[src/amsr_cfg.svh]
`ifndef AMSR_CFG_SVH
`define AMSR_CFG_SVH
`define AMSR_WORD_BITS     16
`define AMSR_LANES         4
`define AMSR_FIFO_DEPTH    8
`define AMSR_PROTO_SDR     3'h0
`define AMSR_PROTO_DDR     3'h1
`define AMSR_WIDTH_ONE     2'h0
`define AMSR_WIDTH_TWO     2'h1
`define AMSR_WIDTH_FOUR    2'h2
`define AMSR_RST_PROTOCOL  3'h0
`define AMSR_RST_CPOL      1'b0
`define AMSR_RST_CPHA      1'b0
`define AMSR_RST_WIDTH     2'h0
`define AMSR_RST_STEP      4'h0
`define AMSR_RST_WORD      16'h0000
`endif

[src/amsr_pkg.sv]
package amsr_pkg;
  typedef struct packed {
    logic [15:0] chan_a;
    logic [15:0] chan_b;
  } amsr_pair_type;

  typedef struct packed {
    logic [2:0] output_protocol_select;
    logic       clock_polarity_bit;
    logic       clock_phase_bit;
    logic [1:0] lane_width;
  } amsr_mode_type;

  typedef struct packed {
    logic [3:0] lane_out;
    logic [3:0] lane_oe;
  } amsr_lanes_type;

  typedef enum logic [1:0] {
    AMSR_IDLE,
    AMSR_SHIFT,
    AMSR_DONE
  } amsr_phase_type;
endpackage

[src/amsr_readout.sv]
`timescale 1ns/100ps
`include "amsr_cfg.svh"
module amsr_readout (
  input  wire logic                   i_clk,
  input  wire logic                   i_reset_n,
  // Link pins from the host
  input  wire logic                   i_sclk,
  input  wire logic                   i_cs_n,
  // Mode settings, same clock domain
  input  wire logic [2:0]             i_output_protocol_select,
  input  wire logic                   i_clock_polarity_bit,
  input  wire logic                   i_clock_phase_bit,
  input  wire logic [1:0]             i_lane_width,
  input  wire logic                   i_fixed_pattern_en,
  input  wire logic [15:0]            i_fixed_pattern,
  // Conversion results in
  input  wire logic                   i_sample_valid,
  output logic                        o_sample_ready,
  input  wire amsr_pkg::amsr_pair_type i_sample,
  // Serial data lanes, bit 0 is lane zero
  output amsr_pkg::amsr_lanes_type    o_chan_a,
  output amsr_pkg::amsr_lanes_type    o_chan_b,
  // Status
  output logic                        o_busy,
  output logic                        o_underrun,
  output logic                        o_mode_error
);
  import amsr_pkg::*;

  typedef struct packed {
    logic [1:0]     sclk_sync;
    logic [1:0]     cs_sync;
    logic           sclk_prev;
    logic           cs_prev;
    amsr_phase_type phase;
    amsr_mode_type  mode;
    logic           armed;
    logic [3:0]     step;
    amsr_pair_type  word;
    amsr_lanes_type chan_a;
    amsr_lanes_type chan_b;
    logic           sample_ready;
    logic           busy;
    logic           underrun;
    logic           mode_error;
  } amsr_state_type;

  amsr_state_type s_r;
  amsr_state_type s_nxt;

  // FIFO side
  logic           fifo_out_valid;
  logic           fifo_out_ready;
  logic           fifo_in_ready;
  amsr_pair_type  fifo_out_data;

  // Edge detection on the synchronised pins
  logic           sclk_rise;
  logic           sclk_fall;
  logic           cs_fall;
  logic           cs_rise;
  logic           lead_edge;
  logic           trail_edge;
  logic           launch_edge;
  logic           is_ddr;
  logic           frame_start;

  // Lane mapping
  logic [5:0]     shift_amt;
  logic [15:0]    shifted_a;
  logic [15:0]    shifted_b;
  logic [3:0]     lane_bit_a;
  logic [3:0]     lane_bit_b;
  logic [3:0]     lane_en;
  logic [3:0]     lane_en_in;
  logic [3:0]     last_step;
  amsr_mode_type  mode_in;
  amsr_pair_type  word_in;
  logic           mode_bad;

  amsr_fifo #(
    .WIDTH ($bits(amsr_pair_type)),
    .DEPTH (`AMSR_FIFO_DEPTH)
  ) u_fifo (
    .i_clk       (i_clk),
    .i_reset_n   (i_reset_n),
    .i_in_valid  (i_sample_valid),
    .o_in_ready  (fifo_in_ready),
    .i_in_data   (i_sample),
    .o_out_valid (fifo_out_valid),
    .i_out_ready (fifo_out_ready),
    .o_out_data  (fifo_out_data)
  );

  // Pins pass two flops before anything looks at them
  assign sclk_rise  = s_r.sclk_sync[1] && !s_r.sclk_prev;
  assign sclk_fall  = !s_r.sclk_sync[1] && s_r.sclk_prev;
  assign cs_fall    = !s_r.cs_sync[1] && s_r.cs_prev;
  assign cs_rise    = s_r.cs_sync[1] && !s_r.cs_prev;

  // Leading edge leaves the idle level set by polarity
  assign lead_edge  = s_r.mode.clock_polarity_bit ? sclk_fall : sclk_rise;
  assign trail_edge = s_r.mode.clock_polarity_bit ? sclk_rise : sclk_fall;
  assign is_ddr     = (s_r.mode.output_protocol_select == `AMSR_PROTO_DDR);

  always_comb begin
    if (is_ddr) begin
      launch_edge = sclk_rise || sclk_fall;
    end else if (s_r.mode.clock_phase_bit) begin
      launch_edge = lead_edge;
    end else begin
      launch_edge = trail_edge;
    end
  end

  // A new frame only opens from idle; settings are sampled here
  assign frame_start = cs_fall && (s_r.phase == AMSR_IDLE);
  assign fifo_out_ready = frame_start;

  // Unsupported codes and widths fall back to their own reset values
  always_comb begin
    mode_bad = 1'b0;
    mode_in.output_protocol_select = i_output_protocol_select;
    mode_in.clock_polarity_bit     = i_clock_polarity_bit;
    mode_in.clock_phase_bit        = i_clock_phase_bit;
    mode_in.lane_width             = i_lane_width;
    if (i_output_protocol_select != `AMSR_PROTO_SDR &&
        i_output_protocol_select != `AMSR_PROTO_DDR) begin
      mode_in.output_protocol_select = `AMSR_RST_PROTOCOL;
      mode_bad = 1'b1;
    end
    // DDR needs phase 1; phase 0 is forced up and flagged
    if (i_output_protocol_select == `AMSR_PROTO_DDR && !i_clock_phase_bit) begin
      mode_in.clock_phase_bit = 1'b1;
      mode_bad = 1'b1;
    end
    if (i_lane_width > `AMSR_WIDTH_FOUR) begin
      mode_in.lane_width = `AMSR_RST_WIDTH;
      mode_bad = 1'b1;
    end
  end

  // Fixed pattern replaces both results when enabled
  always_comb begin
    if (i_fixed_pattern_en) begin
      word_in.chan_a = i_fixed_pattern;
      word_in.chan_b = i_fixed_pattern;
    end else if (fifo_out_valid) begin
      word_in = fifo_out_data;
    end else begin
      word_in = s_r.word;
    end
  end

  // Steps per word: sixteen, eight or four for one, two, four lanes
  assign shift_amt = 6'({2'b00, s_r.step} << s_r.mode.lane_width);
  assign shifted_a = s_r.word.chan_a << shift_amt;
  assign shifted_b = s_r.word.chan_b << shift_amt;
  assign last_step = 4'((`AMSR_WORD_BITS >> s_r.mode.lane_width) - 1);

  genvar k;
  generate
    for (k = 0; k < `AMSR_LANES; k++) begin : g_lane
      // Lane k carries bit 15-k of each group, MSB group first
      assign lane_bit_a[k] = shifted_a[`AMSR_WORD_BITS-1-k];
      assign lane_bit_b[k] = shifted_b[`AMSR_WORD_BITS-1-k];
      assign lane_en[k]    = (k < (1 << s_r.mode.lane_width));
      assign lane_en_in[k] = (k < (1 << mode_in.lane_width));
    end
  endgenerate

  always_comb begin
    s_nxt = s_r;
    s_nxt.sclk_sync = {s_r.sclk_sync[0], i_sclk};
    s_nxt.cs_sync   = {s_r.cs_sync[0], i_cs_n};
    s_nxt.sclk_prev = s_r.sclk_sync[1];
    s_nxt.cs_prev   = s_r.cs_sync[1];
    s_nxt.sample_ready = fifo_in_ready;

    case (s_r.phase)
      AMSR_IDLE: begin
        if (frame_start) begin
          s_nxt.phase      = AMSR_SHIFT;
          s_nxt.mode       = mode_in;
          s_nxt.mode_error = mode_bad;
          s_nxt.word       = word_in;
          s_nxt.underrun   = !fifo_out_valid && !i_fixed_pattern_en;
          s_nxt.step       = `AMSR_RST_STEP;
          // Phase 1 launches the MSB on the first leading edge
          s_nxt.armed      = mode_in.clock_phase_bit;
          s_nxt.busy       = 1'b1;
        end
      end
      AMSR_SHIFT: begin
        // A fourteen-bit read just stops early; chip select may rise mid-word
        if (cs_rise) begin
          s_nxt.phase = AMSR_IDLE;
          s_nxt.busy  = 1'b0;
        end else if (launch_edge) begin
          if (s_r.armed) begin
            s_nxt.armed = 1'b0;
          end else if (s_r.step == last_step) begin
            // Word exhausted; lanes hold the last bit until chip select rises
            s_nxt.phase = AMSR_DONE;
          end else begin
            s_nxt.step = s_r.step + 4'h1;
          end
        end
      end
      AMSR_DONE: begin
        if (cs_rise) begin
          s_nxt.phase = AMSR_IDLE;
          s_nxt.busy  = 1'b0;
        end
      end
      default: begin
        s_nxt.phase = AMSR_IDLE;
        s_nxt.busy  = 1'b0;
      end
    endcase

    // Drive lanes only inside a frame and only where enabled
    if (s_nxt.phase == AMSR_IDLE) begin
      s_nxt.chan_a.lane_oe = 4'h0;
      s_nxt.chan_b.lane_oe = 4'h0;
    end else if (s_r.phase == AMSR_IDLE) begin
      // First cycle of a frame must use the width just sampled, not the old one
      s_nxt.chan_a.lane_oe = lane_en_in;
      s_nxt.chan_b.lane_oe = lane_en_in;
    end else begin
      s_nxt.chan_a.lane_oe = lane_en;
      s_nxt.chan_b.lane_oe = lane_en;
    end
    // Output flops lag the step by one cycle; fine against a 200 ns link clock
    // Masked by the enables so an idle or unused lane never shows stale data
    s_nxt.chan_a.lane_out = lane_bit_a & s_nxt.chan_a.lane_oe;
    s_nxt.chan_b.lane_out = lane_bit_b & s_nxt.chan_b.lane_oe;
  end

  always_ff @(posedge i_clk) begin
    if (!i_reset_n) begin
      s_r.sclk_sync    <= 2'h0;
      s_r.cs_sync      <= 2'h3;
      s_r.sclk_prev    <= 1'b0;
      s_r.cs_prev      <= 1'b1;
      s_r.phase        <= AMSR_IDLE;
      s_r.mode.output_protocol_select <= `AMSR_RST_PROTOCOL;
      s_r.mode.clock_polarity_bit     <= `AMSR_RST_CPOL;
      s_r.mode.clock_phase_bit        <= `AMSR_RST_CPHA;
      s_r.mode.lane_width             <= `AMSR_RST_WIDTH;
      s_r.armed        <= 1'b0;
      s_r.step         <= `AMSR_RST_STEP;
      s_r.word.chan_a  <= `AMSR_RST_WORD;
      s_r.word.chan_b  <= `AMSR_RST_WORD;
      s_r.chan_a       <= '0;
      s_r.chan_b       <= '0;
      s_r.sample_ready <= 1'b0;
      s_r.busy         <= 1'b0;
      s_r.underrun     <= 1'b0;
      s_r.mode_error   <= 1'b0;
    end else begin
      s_r <= s_nxt;
    end
  end

  assign o_chan_a       = s_r.chan_a;
  assign o_chan_b       = s_r.chan_b;
  assign o_sample_ready = s_r.sample_ready;
  assign o_busy         = s_r.busy;
  assign o_underrun     = s_r.underrun;
  assign o_mode_error   = s_r.mode_error;
endmodule // amsr_readout

[src/amsr_fifo.sv]
`timescale 1ns/100ps
module amsr_fifo #(
  parameter int WIDTH = 32,
  parameter int DEPTH = 8
) (
  input  wire logic             i_clk,
  input  wire logic             i_reset_n,
  input  wire logic             i_in_valid,
  output logic                  o_in_ready,
  input  wire logic [WIDTH-1:0] i_in_data,
  output logic                  o_out_valid,
  input  wire logic             i_out_ready,
  output logic      [WIDTH-1:0] o_out_data
);
  localparam int AW = $clog2(DEPTH);

  typedef struct packed {
    logic [DEPTH-1:0][WIDTH-1:0] mem;
    logic [AW:0]                 wr_ptr;
    logic [AW:0]                 rd_ptr;
  } amsr_fifo_state_type;

  amsr_fifo_state_type s_r;
  amsr_fifo_state_type s_nxt;
  logic                full;
  logic                empty;

  assign empty       = (s_r.wr_ptr == s_r.rd_ptr);
  assign full        = (s_r.wr_ptr[AW-1:0] == s_r.rd_ptr[AW-1:0]) && !empty;
  assign o_in_ready  = !full;
  assign o_out_valid = !empty;
  assign o_out_data  = s_r.mem[s_r.rd_ptr[AW-1:0]];

  always_comb begin
    s_nxt = s_r;
    if (i_in_valid && !full) begin
      s_nxt.mem[s_r.wr_ptr[AW-1:0]] = i_in_data;
      s_nxt.wr_ptr = s_r.wr_ptr + 1'b1;
    end
    if (i_out_ready && !empty) begin
      s_nxt.rd_ptr = s_r.rd_ptr + 1'b1;
    end
  end

  always_ff @(posedge i_clk) begin
    if (!i_reset_n) begin
      s_r <= '0;
    end else begin
      s_r <= s_nxt;
    end
  end
endmodule // amsr_fifo

[config.mk]
export PLATFORM = sky130hd
export DESIGN_NAME = amsr_readout
export DESIGN_NICKNAME = d
export VERILOG_FILES = /design/src/amsr_pkg.sv /design/src/amsr_readout.sv /design/src/amsr_fifo.sv
export VERILOG_INCLUDE_DIRS = /design/src
export SDC_FILE = /design/constraint.sdc
export NUM_CORES = 1
export LEC_CHECK = 0
export ABC_AREA = 1
export BUFFER_PORTS_ARGS = -buffer_cell sky130_fd_sc_hd__buf_2
export CAP_MARGIN = 20
export CORE_ASPECT_RATIO = 1.1
export CORE_MARGIN = 2
export CORE_UTILIZATION = 45
export CTS_BUF_LIST = sky130_fd_sc_hd__clkbuf_16
export DETAILED_ROUTE_END_ITERATION = 7
export PLACE_DENSITY = 0.72
export SLEW_MARGIN = 25
export SYNTH_ARGS = -nofsm -noshare
export SYNTH_HDL_FRONTEND = slang
export SYNTH_SLANG_ARGS = --single-unit
[constraint.sdc]
create_clock -name i_clk -period 2.3 [get_ports i_clk]
set_input_delay 0.115 -clock i_clk [delete_from_list [all_inputs] [get_ports i_clk]]
set_output_delay 0.115 -clock i_clk [all_outputs]
set_load 0.01 [all_outputs]
==> impl_metrics.env <==
export IMPL_post_cts_buffers=0
export IMPL_drt_initial_drc_count=1725
export IMPL_synthesis_area_mm2=0.0158
export IMPL_top_signal_layer_used="met4"
export IMPL_critPathLaunch="s_r[64]"
export IMPL_comb_power_share_pct=17.1
export IMPL_syn_inst=2226
export IMPL_critPathMaxFanout=65
export IMPL_synth_yosys_seq_area_share_pct=42.1
export IMPL_power_internal_w=0.0101
export IMPL_htreeDepth=2
export IMPL_worst_r2r_startpoint="s_r[64]"
export IMPL_layout_cells_sized_above_1_pct=10.2
export IMPL_timing_setup_tns_ns=0
export IMPL_cp_end_kind="register"
export IMPL_layout_area_overhead_vs_synth_pct=14.0
export IMPL_wl_met3_um=3630
export IMPL_worstHoldPathType="in -> reg"
export IMPL_postSynthRegisterBits=332
export IMPL_row_count=71
export IMPL_final_period_utilization_pct=89.8
export IMPL_netSwitchingFraction_pct=29.7
export IMPL_detail_route_wirelength_met1_um=20000
export IMPL_yosys_warnings=0
export IMPL_ioPinCount=81
export IMPL_die_area_mm2=0.0366
export IMPL_worstPathRequired_ns=2.74
export IMPL_detailroute_wirelength_met2_um=22000
export IMPL_cts_sinks=332
export IMPL_grt_remaining_overflow=0
export IMPL_transition_time_at_the_pin_with_the_least_slew_margin_ns=0.751
export IMPL_clkTransAtPathRegs_ns=0.06
export IMPL_wl_per_cell_um=17.6
export IMPL_clock_tree_root_cell="clkbuf_16"
export IMPL_worstSetupPathType="reg -> reg"
export IMPL_floorplan_core_area_mm2=0.0344
export IMPL_clock_network_fraction_of_design_power_pct=39.4
export IMPL_power_density_cells_mw_per_mm2=795
export IMPL_p_switching_w=0.00425
export IMPL_setup_violations_final=0
export IMPL_syn_avg_cell_area_um2=7.09
export IMPL_static_leakage_power_nw=6.52
export IMPL_detail_route_vias_per_cell=5.81
export IMPL_diodes=0
export IMPL_final_net_count=2324
export IMPL_finalHoldViolCount=0
export IMPL_seqPwrFrac_pct=43.5
export IMPL_grt_antenna_before_repair=0
export IMPL_grt_first_pass_wirelength_um=77100
export IMPL_tritoncts="done"
export IMPL_slew_headroom_pct=49.9
export IMPL_tritoncts_num_buffers=36
export IMPL_post_place_cells=2592
export IMPL_crit_arrival_ns=2.51
export IMPL_final_cell_count_no_fill=2711
export IMPL_drtAntennaViolNets=0
export IMPL_worst_skew_pair_late_latency_ns=0.55
export IMPL_layout_filler_cells=3296
export IMPL_routed_wirelength_um=47800
export IMPL_number_of_global_route_vias_before_repair=14619
export IMPL_synthDistinctLibCells=31
export IMPL_worst_setup_path_start_kind="register"
export IMPL_max_cap_viols=0
export IMPL_run_status="complete, no violations"
export IMPL_finalWeightedCongestion=0.854
export IMPL_fp_dieW_um=183
export IMPL_start_util_pct=45.9
export IMPL_mappedNetlistNets=2302
export IMPL_firstDrtPassIters=6
export IMPL_fin_worst_skew_ns=0.0266
export IMPL_die_height_um=200
export IMPL_gr_usage_all_layers_pct=25.8
export IMPL_layout_min_cycle_time_ns=2.07
export IMPL_dpl_hpwl_um=28600
export IMPL_drt_drc_violations_left=0
export IMPL_number_of_port_buffers=80
export IMPL_cts_root_to_sink_buffers=3
export IMPL_worstHoldStart="i_output_protocol_select[2]"
export IMPL_slew_violations=0
export IMPL_largest_net_degree_at_the_start_of_global_routing=152
export IMPL_maxClockFrequency_ghz=0.484
export IMPL_setup_repair_after_global_routing_missed_its_margin="false"
export IMPL_worst_ir_drop_vdd_mv=0.474
export IMPL_via_total_after_detailed_routing=15762
==> synth_stat cells <==
cell type | n | area, µm²
a21oi_1 | 353 | 1770
a21oi_2 | 1 | 8.76
a31oi_1 | 26 | 163
buf_1 | 21 | 78.8
buf_12 | 1 | 20.0
buf_2 | 46 | 230
buf_4 | 32 | 240
buf_6 | 8 | 90.1
clkbuf_1 | 103 | 387
dfxtp_1 | 332 | 6650
ha_1 | 15 | 188
inv_1 | 162 | 608
inv_2 | 8 | 30.0
inv_4 | 2 | 12.5
nand2_1 | 309 | 1160
nand2_2 | 8 | 50.1
nand3_1 | 371 | 1860
nand4_1 | 16 | 100
nor2_1 | 64 | 240
nor2_2 | 1 | 6.26
nor2_4 | 1 | 11.3
nor3_1 | 2 | 10.0
nor4_1 | 1 | 6.26
o211ai_1 | 45 | 338
o21a_1 | 1 | 7.51
o21ai_0 | 281 | 1410
o21ai_1 | 1 | 5.00
o21ai_2 | 2 | 17.5
or2_2 | 9 | 56.3
xnor2_1 | 2 | 17.5
xor2_1 | 2 | 17.5
==> power by group through the flow <==
stage	Sequential (W)	Combinational (W)	Clock, W
floorplan	0.00629	0.00170	0
global placement	0.00632	0.00229	0
detailed placement	0.00633	0.00232	0
CTS	0.00621	0.00241	0.00572
global route	0.00624	0.00272	0.00596
finish	0.00622	0.00245	0.00563
==> cells in the final DEF, fill, tap and decap left out, types with 10 or more instances in the layout <==
cell type / synthesis / layout
nand2_1: 309 / 308
dlygate4sd3_1: 0 / 56
o21ai_0: 281 / 281
nor2_1: 64 / 60
ha_1: 15 / 15
o211ai_1: 45 / 45
buf_2: 46 / 79
a31oi_1: 26 / 26
buf_12: 1 / 10
clkbuf_16: 0 / 36
inv_1: 162 / 166
nand4_1: 16 / 16
a21oi_1: 353 / 353
dfxtp_1: 332 / 330
buf_4: 32 / 50
nand3_1: 371 / 371
==> per-layer routing <==
layer,track usage (%),vias to the layer above
met2,41.9,682
met4,11.7,0
met1,34.0,7353
met5,0,-
li1,-,7602
met3,3.40,125
==> worst paths after layout <==
kind                    end  depth (start not counted)  slack (ns)
hold / removal      s_r[61]                          4        0.03
setup reg to reg    s_r[28]                          9        0.23
setup / recovery    s_r[28]                          9        0.23
hold reg to reg   s_nxt[67]                          2        0.43
==> per-stage QoR <==
stage,power (W),hold WS (ns),util [%],cell area [µm²],setup WS [ns]
after floorplan,0.00799,0.213,-,15800,0.360
after global placement,0.00861,0.305,47.4,16300,0.330
after detailed placement,0.00865,0.305,47.4,16300,0.259
after CTS,0.0143,0.00137,52.3,18000,0.238
after global routing,0.0149,0.0113,52.3,18000,0.00573
final,0.0143,0.0259,52.3,18000,0.234
==> layout make-up <==
type | instances | area, µm² | share of cell area (%)
flip-flops and latches | 332 | 6650 | 37.0
repair buffers | 195 | 1530 | 8.52
inverters | 172 | 653 | 3.63
well taps | 438 | 548 | 3.05
clock inverters | 27 | 234 | 1.30
clock buffers | 36 | 901 | 5.01
multi-input cells | 1511 | 7460 | 41.5
==> critical path: stages, from the launching register on <==
cell and delay [ns]:
dfxtp_1 0.33, inv_1 0.14, ha_1 0.21, inv_2 0.09, nor2_1 0.27, nand2_1 0.23, o21ai_4 0.12, buf_12 0.25
o21ai_0 0.11, a31oi_1 0.19
==> timing repair <==
item / CTS / global route
hold buffers: 56 / 0
hold endpoints to repair: 281 / 0
endpoints found under the setup margin: 0 / 5
resized for setup: 0 / 1
==> registers in the layout (all words and copies together) (netlist names) <==
name,flops
s_nxt,4
o_sample_ready,1
o_busy,1
u_fifo.s_r,264
o_mode_error,1
o_underrun,1
s_r,48
o_chan_b,8
o_chan_a,4
==> kinds of logic (layout without fill, tap and decap cells) <==
logic type / count (synthesis) / in the layout / share of synthesized area (%)
XOR/XNOR: 4 / 4 / 0.222
AO/OA/AOI/OAI: 710 / 710 / 23.5
flip-flops: 332 / 332 / 42.1
buffers and inverters: 383 / 430 / 10.8
AND/OR/NAND/NOR: 782 / 782 / 22.2
adder cells (fa/ha/maj): 15 / 15 / 1.19
No activity file was read; power rests on OpenSTA's default activity.
